**src/verilog/qdma_event_regs.svh**
```systemverilog
`ifndef QDMA_EVENT_REGS_SVH
`define QDMA_EVENT_REGS_SVH

// ----------------------------------------------------------------
// register byte offsets
// ----------------------------------------------------------------
`define OFS_EVENT_LATCH 12'h000
`define OFS_EVENT_ENABLE 12'h004
`define OFS_ENABLE_CLEAR 12'h008
`define OFS_ENABLE_SET 12'h00C
`define OFS_IN_QUEUE 12'h010
`define OFS_IN_QUEUE_CLEAR 12'h014
`define OFS_MISSED 12'h018
`define OFS_MISSED_CLEAR 12'h01C
`define OFS_ARB_CTRL 12'h020
`define OFS_IRQ_STATUS 12'h024
`define OFS_IRQ_MASK 12'h028
`define OFS_MAPPING_BASE 12'h040
`define OFS_MAPPING_LAST 12'h05C

// ----------------------------------------------------------------
// field positions and reset values
// ----------------------------------------------------------------
`define MAP_WORD_LSB 2
`define MAP_WORD_W 3
`define MAP_ENTRY_LSB 5
`define ARB_QUICK_FIRST_BIT 0
`define IRQ_NULL_LSB 8
`define CHANNEL_RESET 8'h00
`define IRQ_RESET 16'h0000
`define ARB_RESET 1'b1

`endif

```
**src/verilog/qdma_event_pkg.sv**
```systemverilog
package qdma_event_pkg;

   // ----------------------------------------------------------------
   // submission sequencer states
   // ----------------------------------------------------------------
   typedef enum logic [1:0] {
      SUBMIT_IDLE = 2'b01,
      SUBMIT_OFFER = 2'b10
   } submit_state_t;

   typedef logic [31:0] apb_word_t;

endpackage : qdma_event_pkg

```
**src/verilog/qdma_channel_event_logic.sv**
```systemverilog
`include "qdma_event_regs.svh"

module qdma_channel_event_logic
   import qdma_event_pkg::*;
#(
   parameter int CHANNELS = 8,
   parameter int ENTRY_W = 7,
   parameter int ADDR_W = 12
) (
   input wire logic sys_clk,
   input wire logic reset,
   // apb slave
   input wire logic psel,
   input wire logic penable,
   input wire logic pwrite,
   input wire logic [ADDR_W-1:0] paddr,
   input wire logic [31:0] pwdata,
   output logic [31:0] prdata,
   output logic pready,
   output logic pslverr,
   // parameter ram write and link update observers
   input wire logic ram_write,
   input wire logic [ENTRY_W-1:0] ram_write_entry,
   input wire logic [2:0] ram_write_word,
   input wire logic link_update,
   input wire logic [ENTRY_W-1:0] link_entry,
   // arbitration against normal channel events
   input wire logic normal_pending,
   // transfer request submission
   output logic tr_request,
   output logic [2:0] tr_channel,
   input wire logic tr_accept,
   // queue leave report from the queue logic
   input wire logic dequeue,
   input wire logic [2:0] dequeue_channel,
   input wire logic dequeue_null,
   output logic irq
);

   // ----------------------------------------------------------------
   // elaboration checks
   // ----------------------------------------------------------------
   if (CHANNELS < 1 || CHANNELS > 8) begin : g_bad_channels
      $error("CHANNELS must lie between 1 and 8");
   end
   if (ENTRY_W < 1 || ENTRY_W > 27) begin : g_bad_entry
      $error("ENTRY_W must lie between 1 and 27");
   end
   if (ADDR_W < 7 || ADDR_W > 12) begin : g_bad_addr
      $error("ADDR_W must lie between 7 and 12");
   end

   // ----------------------------------------------------------------
   // state
   // ----------------------------------------------------------------
   logic [CHANNELS-1:0] event_latch;
   logic [CHANNELS-1:0] channel_event_enable;
   logic [CHANNELS-1:0] channel_in_queue_flags;
   logic [CHANNELS-1:0] missed_event_flags;
   logic [ENTRY_W-1:0] map_entry [CHANNELS];
   logic [2:0] map_word [CHANNELS];
   logic quick_first;
   logic [15:0] irq_status;
   logic [15:0] irq_mask;
   submit_state_t submit_state;

   logic [11:0] addr;
   logic setup_phase;
   logic wr_done;
   logic mapped;
   logic [CHANNELS-1:0] wbits;
   logic [CHANNELS-1:0] trig_hit;
   logic [CHANNELS-1:0] link_hit;
   logic [CHANNELS-1:0] new_event;
   logic [CHANNELS-1:0] hw_clear;
   logic [CHANNELS-1:0] sw_clear;
   logic [CHANNELS-1:0] dq_clear;
   logic [CHANNELS-1:0] dq_null;
   logic [CHANNELS-1:0] candidates;
   logic pick_found;
   logic [2:0] pick_index;

   // zero-extend a channel vector into a bus word
   function automatic apb_word_t widen(input logic [CHANNELS-1:0] v);
      apb_word_t w;
      w = 32'h0000_0000;
      w[CHANNELS-1:0] = v;
      return w;
   endfunction : widen

   // one-hot mask of a channel number, empty when out of range
   function automatic logic [CHANNELS-1:0] onehot(input logic [2:0] ch);
      logic [CHANNELS-1:0] r;
      r = '0;
      for (int i = 0; i < CHANNELS; i++) begin
         if (ch == 3'(i)) begin
            r[i] = 1'b1;
         end
      end
      return r;
   endfunction : onehot

   // ----------------------------------------------------------------
   // bus decode
   // ----------------------------------------------------------------
   // writes act at the edge that samples pready high in the access phase
   always_comb begin
      addr = 12'(paddr);
      setup_phase = psel & ~penable;
      wr_done = psel & penable & pready & pwrite & ~pslverr;
      wbits = pwdata[CHANNELS-1:0];
      mapped = (addr <= `OFS_IRQ_MASK && addr[1:0] == 2'b00)
         || (addr >= `OFS_MAPPING_BASE && addr < `OFS_MAPPING_BASE + 12'(4 * CHANNELS) && addr[1:0] == 2'b00);
   end

   // ----------------------------------------------------------------
   // event detection
   // ----------------------------------------------------------------
   // a trigger needs both entry and word to match; link updates match on the entry alone
   always_comb begin
      for (int i = 0; i < CHANNELS; i++) begin
         trig_hit[i] = ram_write && ram_write_entry == map_entry[i] && ram_write_word == map_word[i];
         link_hit[i] = link_update && link_entry == map_entry[i];
      end
      new_event = (trig_hit | link_hit) & channel_event_enable;
      hw_clear = (submit_state == SUBMIT_OFFER && tr_accept) ? onehot(tr_channel) : '0;
      sw_clear = (wr_done && addr == `OFS_IN_QUEUE_CLEAR) ? wbits : '0;
      dq_clear = (dequeue && !dequeue_null) ? onehot(dequeue_channel) : '0;
      dq_null = (dequeue && dequeue_null) ? onehot(dequeue_channel) : '0;
      candidates = event_latch & ~channel_in_queue_flags & ~sw_clear;
   end

   // ----------------------------------------------------------------
   // event latch and missed events
   // ----------------------------------------------------------------
   // set is applied last so that it beats both hardware and software clears
   always_ff @(posedge sys_clk) begin
      if (reset) begin
         event_latch <= `CHANNEL_RESET;
      end else begin
         event_latch <= (event_latch & ~hw_clear & ~sw_clear) | new_event;
      end
   end

   always_ff @(posedge sys_clk) begin
      if (reset) begin
         missed_event_flags <= `CHANNEL_RESET;
      end else begin
         missed_event_flags <= (missed_event_flags
            & ~((wr_done && addr == `OFS_MISSED_CLEAR) ? wbits : '0))
            | (new_event & event_latch);
      end
   end

   // ----------------------------------------------------------------
   // channel enables
   // ----------------------------------------------------------------
   // the enable word itself has no write path; only set and clear words change it
   always_ff @(posedge sys_clk) begin
      if (reset) begin
         channel_event_enable <= `CHANNEL_RESET;
      end else if (wr_done && addr == `OFS_ENABLE_CLEAR) begin
         channel_event_enable <= channel_event_enable & ~wbits;
      end else if (wr_done && addr == `OFS_ENABLE_SET) begin
         channel_event_enable <= channel_event_enable | wbits;
      end
   end

   // ----------------------------------------------------------------
   // in-queue flags
   // ----------------------------------------------------------------
   // a null request leaves its flag set, so software has to release the channel
   always_ff @(posedge sys_clk) begin
      if (reset) begin
         channel_in_queue_flags <= `CHANNEL_RESET;
      end else begin
         channel_in_queue_flags <= (channel_in_queue_flags & ~dq_clear & ~sw_clear) | hw_clear;
      end
   end

   // ----------------------------------------------------------------
   // submission
   // ----------------------------------------------------------------
   channel_picker #(
      .CHANNELS(CHANNELS)
   ) u_picker (
      .candidates(candidates),
      .found(pick_found),
      .index(pick_index)
   );

   // the offered channel is frozen until taken; a software clear withdraws the offer
   always_ff @(posedge sys_clk) begin
      if (reset) begin
         submit_state <= SUBMIT_IDLE;
         tr_request <= 1'b0;
         tr_channel <= 3'h0;
      end else begin
         unique case (submit_state)
            SUBMIT_IDLE: begin
               if (pick_found && (quick_first || !normal_pending)) begin
                  submit_state <= SUBMIT_OFFER;
                  tr_request <= 1'b1;
                  tr_channel <= pick_index;
               end
            end
            SUBMIT_OFFER: begin
               if (tr_accept || (sw_clear & onehot(tr_channel)) != '0) begin
                  submit_state <= SUBMIT_IDLE;
                  tr_request <= 1'b0;
               end
            end
         endcase
      end
   end

   // ----------------------------------------------------------------
   // configuration registers
   // ----------------------------------------------------------------
   always_ff @(posedge sys_clk) begin
      if (reset) begin
         for (int i = 0; i < CHANNELS; i++) begin
            map_entry[i] <= '0;
            map_word[i] <= 3'h0;
         end
      end else if (wr_done && addr >= `OFS_MAPPING_BASE) begin
         for (int i = 0; i < CHANNELS; i++) begin
            if (addr == `OFS_MAPPING_BASE + 12'(4 * i)) begin
               map_entry[i] <= pwdata[`MAP_ENTRY_LSB +: ENTRY_W];
               map_word[i] <= pwdata[`MAP_WORD_LSB +: `MAP_WORD_W];
            end
         end
      end
   end

   always_ff @(posedge sys_clk) begin
      if (reset) begin
         quick_first <= `ARB_RESET;
         irq_mask <= `IRQ_RESET;
      end else if (wr_done && addr == `OFS_ARB_CTRL) begin
         quick_first <= pwdata[`ARB_QUICK_FIRST_BIT];
      end else if (wr_done && addr == `OFS_IRQ_MASK) begin
         irq_mask <= pwdata[15:0];
      end
   end

   // ----------------------------------------------------------------
   // interrupts
   // ----------------------------------------------------------------
   // missed events in the low byte, null dequeues in the high byte; set beats write-one clear
   always_ff @(posedge sys_clk) begin
      if (reset) begin
         irq_status <= `IRQ_RESET;
         irq <= 1'b0;
      end else begin
         irq_status <= (irq_status & ~((wr_done && addr == `OFS_IRQ_STATUS) ? pwdata[15:0] : 16'h0000))
            | 16'(new_event & event_latch) | (16'(dq_null) << `IRQ_NULL_LSB);
         irq <= |(irq_status & irq_mask);
      end
   end

   // ----------------------------------------------------------------
   // bus answer
   // ----------------------------------------------------------------
   // one access cycle: pready rises for the access phase that follows each setup
   always_ff @(posedge sys_clk) begin
      if (reset) begin
         pready <= 1'b0;
         pslverr <= 1'b0;
         prdata <= 32'h0000_0000;
      end else begin
         pready <= setup_phase;
         pslverr <= setup_phase & ~mapped;
         prdata <= 32'h0000_0000; // write-only words and reserved bits read zero
         if (setup_phase && !pwrite) begin
            if (addr == `OFS_EVENT_LATCH) begin
               prdata <= widen(event_latch);
            end else if (addr == `OFS_EVENT_ENABLE) begin
               prdata <= widen(channel_event_enable);
            end else if (addr == `OFS_IN_QUEUE) begin
               prdata <= widen(channel_in_queue_flags);
            end else if (addr == `OFS_MISSED) begin
               prdata <= widen(missed_event_flags);
            end else if (addr == `OFS_ARB_CTRL) begin
               prdata <= {31'h0000_0000, quick_first};
            end else if (addr == `OFS_IRQ_STATUS) begin
               prdata <= {16'h0000, irq_status};
            end else if (addr == `OFS_IRQ_MASK) begin
               prdata <= {16'h0000, irq_mask};
            end else begin
               for (int i = 0; i < CHANNELS; i++) begin
                  if (addr == `OFS_MAPPING_BASE + 12'(4 * i)) begin
                     prdata[`MAP_ENTRY_LSB +: ENTRY_W] <= map_entry[i];
                     prdata[`MAP_WORD_LSB +: `MAP_WORD_W] <= map_word[i];
                  end
               end
            end
         end
      end
   end
endmodule : qdma_channel_event_logic

```
**src/verilog/channel_picker.sv**
```systemverilog
module channel_picker #(
   parameter int CHANNELS = 8
) (
   input wire logic [CHANNELS-1:0] candidates,
   output logic found,
   output logic [2:0] index
);

   // ----------------------------------------------------------------
   // lowest channel number wins
   // ----------------------------------------------------------------
   function automatic logic [2:0] lowest_set(input logic [CHANNELS-1:0] v);
      logic [2:0] r;
      r = 3'h0;
      for (int i = CHANNELS - 1; i >= 0; i--) begin
         if (v[i]) begin
            r = 3'(i);
         end
      end
      return r;
   endfunction : lowest_set

   // fixed priority keeps the arbiter small; starvation is bounded by the in-queue hold
   always_comb begin
      found = |candidates;
      index = lowest_set(candidates);
   end

endmodule : channel_picker

```
**config.mk**
```make
export PLATFORM = sky130hd
export DESIGN_NAME = qdma_channel_event_logic
export DESIGN_NICKNAME = d
export VERILOG_FILES = /design/src/verilog/qdma_event_pkg.sv /design/src/verilog/qdma_channel_event_logic.sv /design/src/verilog/channel_picker.sv
export VERILOG_INCLUDE_DIRS = /design/src /design/src/verilog
export SDC_FILE = /design/constraint.sdc
export NUM_CORES = 1
export LEC_CHECK = 0
export BUFFER_PORTS_ARGS = -buffer_cell sky130_fd_sc_hd__buf_4
export CORE_AREA = 10 10 135 149
export DETAILED_ROUTE_END_ITERATION = 16
export DIE_AREA = 0 0 145 159
export PLACE_DENSITY_LB_ADDON = 0.2
export SYNTH_ARGS = -nofsm -noshare
export SYNTH_HDL_FRONTEND = slang
export SYNTH_HIERARCHICAL = 1
export SYNTH_SLANG_ARGS = --single-unit
```
**constraint.sdc**
```tcl
create_clock -name sys_clk -period 3.7 [get_ports sys_clk]
set_input_delay 0.74 -clock sys_clk [delete_from_list [all_inputs] [get_ports sys_clk]]
set_output_delay 0.74 -clock sys_clk [all_outputs]
set_load 0.01 [all_outputs]
```
==> impl_metrics.yaml <==
floorplanning:
  num_rows: 50
  die_x_um: 145
  io_pins: 114
  start_util_pct: 58.0
  die_h_um: 159
  core_um2: 17000
  die_area_um2: 23100
critical_path:
  r2r_slack_ps: 900
  crit_path_end_kind: "flip-flop"
  crit_type: "in -> reg"
  r2r_start: "pslverr"
  cpMaxStageDelayCell: "or4_4"
  crit_arrival_ps: 3550
  startpoint_type: "primary input"
  critPathMaxStageDelay_ps: 570
  required_ps: 3990
  critPathMaxFanout: 5
  worstPathCellList: "buf_4 > or4_4 > nor4_4 > and3_1 > nand2_1 > and3b_1 > nor4_2 > nand3_1 > a21boi_0 > nand3b_1 > mux2i_1 > nor2_1"
  r2r_cells: 11
  timing.rr.end: "tr_channel[2]"
sta:
  final.min_clock_period_ps: 3260
  finalSetupViolations: 0
  maxSlewHeadroom_pct: 35.8
  finalClockSkew_ps: 13.1
  tightest_slew_ps: 962
  maxSlewViolCount: 0
  finalHoldViolations: 0
  max_freq_mhz: 307
  fin_ws_ps: 440
  min_period_over_period_pct: 88.1
  rsz0062_at_grt: "false"
  fin_tns_setup_ps: 0
yosys:
  ys_seq_area_share_pct: 42.6
  synth_top_cell_area_share_pct: 24.4
  yosysTopAreaCell: "edfxtp_1"
  ys.flop_type: "dfxtp_1"
  synth_edf_count: 80
  syn_area_um2: 9830
  syn_inst: 1091
  ys_seq_elements: 169
  async_flop_share_pct: 0
  yosysUniqueCellTypes: 71
  netlist_top_cells_area: "edfxtp_1 24%, dfxtp_1 18%, xnor2_1 7.7%"
  synth.avg_cell_area_um2: 9.01
  yosys_warnings: 6
status:
  outcome: "completed"
clocking:
  root_buffer: "clkbuf_16"
  clock_latency_ps: 450
  cts_tree: "yes"
  cts_hold_buf: 0
  cts_buffers: 17
  post_cts_resized: 0
  cts_buffer_depth: 2
  htreeDepth: 4
  clkTransAtPathRegs_ps: 70
  post_cts_buffers: 0
  numClockSinks: 169
global_route:
  grt_use_met2_pct: 45.2
  met3_usage_pct: 5.65
  grt_util_all_layers_pct: 27.7
  use_met1_pct: 34.0
  grt_pass1_vias: 8696
  antenna_found_initial: 0
  grt_pass1_wl_um: 50600
  grt_overflow: 0
  grt-busiest-layer: "met2"
  grt_max_degree: 90
pwr:
  p_seq_share_pct: 47.2
  swShare_pct: 26.7
  p_comb_share_pct: 10.7
  total_power_w: 0.00435
  ir_worst_vdd_uv: 353
  p_int_w: 0.00319
  leakage_nw: 3.98
  pwr_density_cell_nw_per_um2: 388
  p_switching_w: 0.00116
  power.share.clock_pct: 42.1
route:
  drc: 0
  drt_wl_total_um: 33000
  routedWlPerCell_um: 23.5
  first_pass_iters: 6
  drtAntennaViolNets: 0
  vias: 8962
  via_per_inst: 6.39
  drtIter0Drc: 1325
final_layout:
  drive_gt1_share_pct: 14.7
  final_core_util_pct: 66.1
  finalNetCount: 1231
  num_antenna_cells: 0
  synthToLayoutAreaGrowth_pct: 14.1
place:
  port_buffers: 81
  detailed_place_hpwl_um: 24400
  dp_slack_ps: 37.1
  globalplace.congestion: 0.977
worst_hold_path:
  hold_class: "reg -> reg"
  hold_path_depth: 2
  holdCritStartpoint: "irq_mask[7]"
  min_to: "irq_mask[7]"
run:
  maxCapViolations: 0
-- routing by layer --
layer / vias to the layer above / part of all wire, %
li1: 4003 / -
met1: 4249 / 38
met3: 115 / 9.8
met2: 595 / 47
met5: - / 0
met4: 0 / 4.8
-- worst max path at each step --
stage                        start            end  slack, ps  depth (start not counted)
after floorplan           paddr[7]  tr_channel[0]        410                         12
after global placement    paddr[7]  tr_channel[2]        130                         12
after detailed placement  paddr[7]  tr_channel[0]         40                         12
after CTS                 paddr[7]  tr_channel[0]        480                         12
after global routing      paddr[7]  tr_channel[0]        360                         12
final                     paddr[7]  tr_channel[2]        440                         12
-- flip-flops by register name (all words and copies together) (netlist names), named ones only --
| register | cells |
|---|---|
| irq_mask | 16 |
| event_latch | 8 |
| quick_first | 1 |
| map_entry | 56 |
| irq_status | 16 |
| pslverr | 1 |
| tr_channel | 3 |
| missed_event_flags | 8 |
| irq | 1 |
| map_word | 24 |
| pready | 1 |
| channel_in_queue_flags | 8 |
| tr_request | 1 |
| submit_state | 1 |
| prdata | 16 |
-- synth_stat cells, drive strengths merged, types with 5 or more instances --
| library cell | instances |
|---|---|
| nand3 | 33 |
| a31oi | 12 |
| nor2b | 8 |
| nor4 | 17 |
| mux4 | 7 |
| clkbuf | 44 |
| nand2b | 27 |
| nor3 | 16 |
| buf | 39 |
| or3 | 6 |
| nand4 | 30 |
| nor2 | 127 |
| inv | 24 |
| o211ai | 14 |
| nor3b | 9 |
| o21ai | 34 |
| xnor2 | 86 |
| xor2 | 50 |
| or3b | 5 |
| nand2 | 116 |
| edfxtp | 80 |
| dfxtp | 89 |
| and3b | 10 |
| o22ai | 22 |
| a211oi | 5 |
| a32oi | 7 |
| a22oi | 29 |
| mux2i | 7 |
| a21oi | 67 |
| and3 | 5 |
-- final cells by class --
cell class / instances / area (um^2)
clock buffers: 17 / 425
clock inverters: 15 / 165
fillers: 1398 / 5750
inverters: 24 / 90.1
multi-input cells: 830 / 5190
flip-flops and latches: 169 / 4180
well taps: 234 / 293
repair buffers: 114 / 856
-- logic make-up (layout without fill, tap and decap cells) --
group / count (synthesis) / count (layout) / synth area share, %
simple gates: 432 / 432 / 22.5
xor+xnor: 136 / 136 / 12.1
compound gates: 231 / 231 / 15.2
buf+inv: 107 / 170 / 5.13
flops: 169 / 169 / 42.6
mux: 15 / 15 / 2.43
other cells: 1 / 16 / 0.0382
-- metrics by stage --
step / area, um^2 / std cells / hold slack (ps)
CTS: 11200 / 1403 / 469
floorplan: 9880 / 1106 / 439
global placement: 10600 / 1371 / 456
finish: 11200 / 1403 / 468
global route: 11200 / 1403 / 490
detailed placement: 10600 / 1371 / 460
-- worst max-delay path, delay by kind of cell --
kind                   cells  cell delay (ps)
AOI/OAI and AO/OA          1              170
buffers and inverters      1              110
muxes                      1              220
and+or+nand+nor            9             2310
-- power groups by stage --
stage | clock [W] | combinational (W) | sequential, W
finish | 0.00183 | 0.000466 | 0.00205
global route | 0.00191 | 0.000493 | 0.00205
CTS | 0.00184 | 0.000454 | 0.00205
detailed placement | 0 | 0.000451 | 0.00209
global placement | 0 | 0.000444 | 0.00209
floorplan | 0 | 0.000306 | 0.00207
-- cell usage in the layout (no fill, tap or decap), drive strengths merged, types with 5 or more instances in the layout --
cell type,n
edfxtp,80
nor2b,8
a31oi,12
o21ai,34
nand2b,27
a32oi,7
nor4,17
a211oi,5
o22ai,22
mux2i,7
xor2,50
inv,31
buf,114
nor3b,9
and3b,10
or3b,5
and3,5
mux4,7
nor3,16
nand3,33
nor2,127
clkbuf,17
dfxtp,89
xnor2,86
a22oi,29
nand2,116
o211ai,14
nand4,30
or3,6
conb,16
a21oi,67
Note: power is estimated with default switching activity, not from simulation.
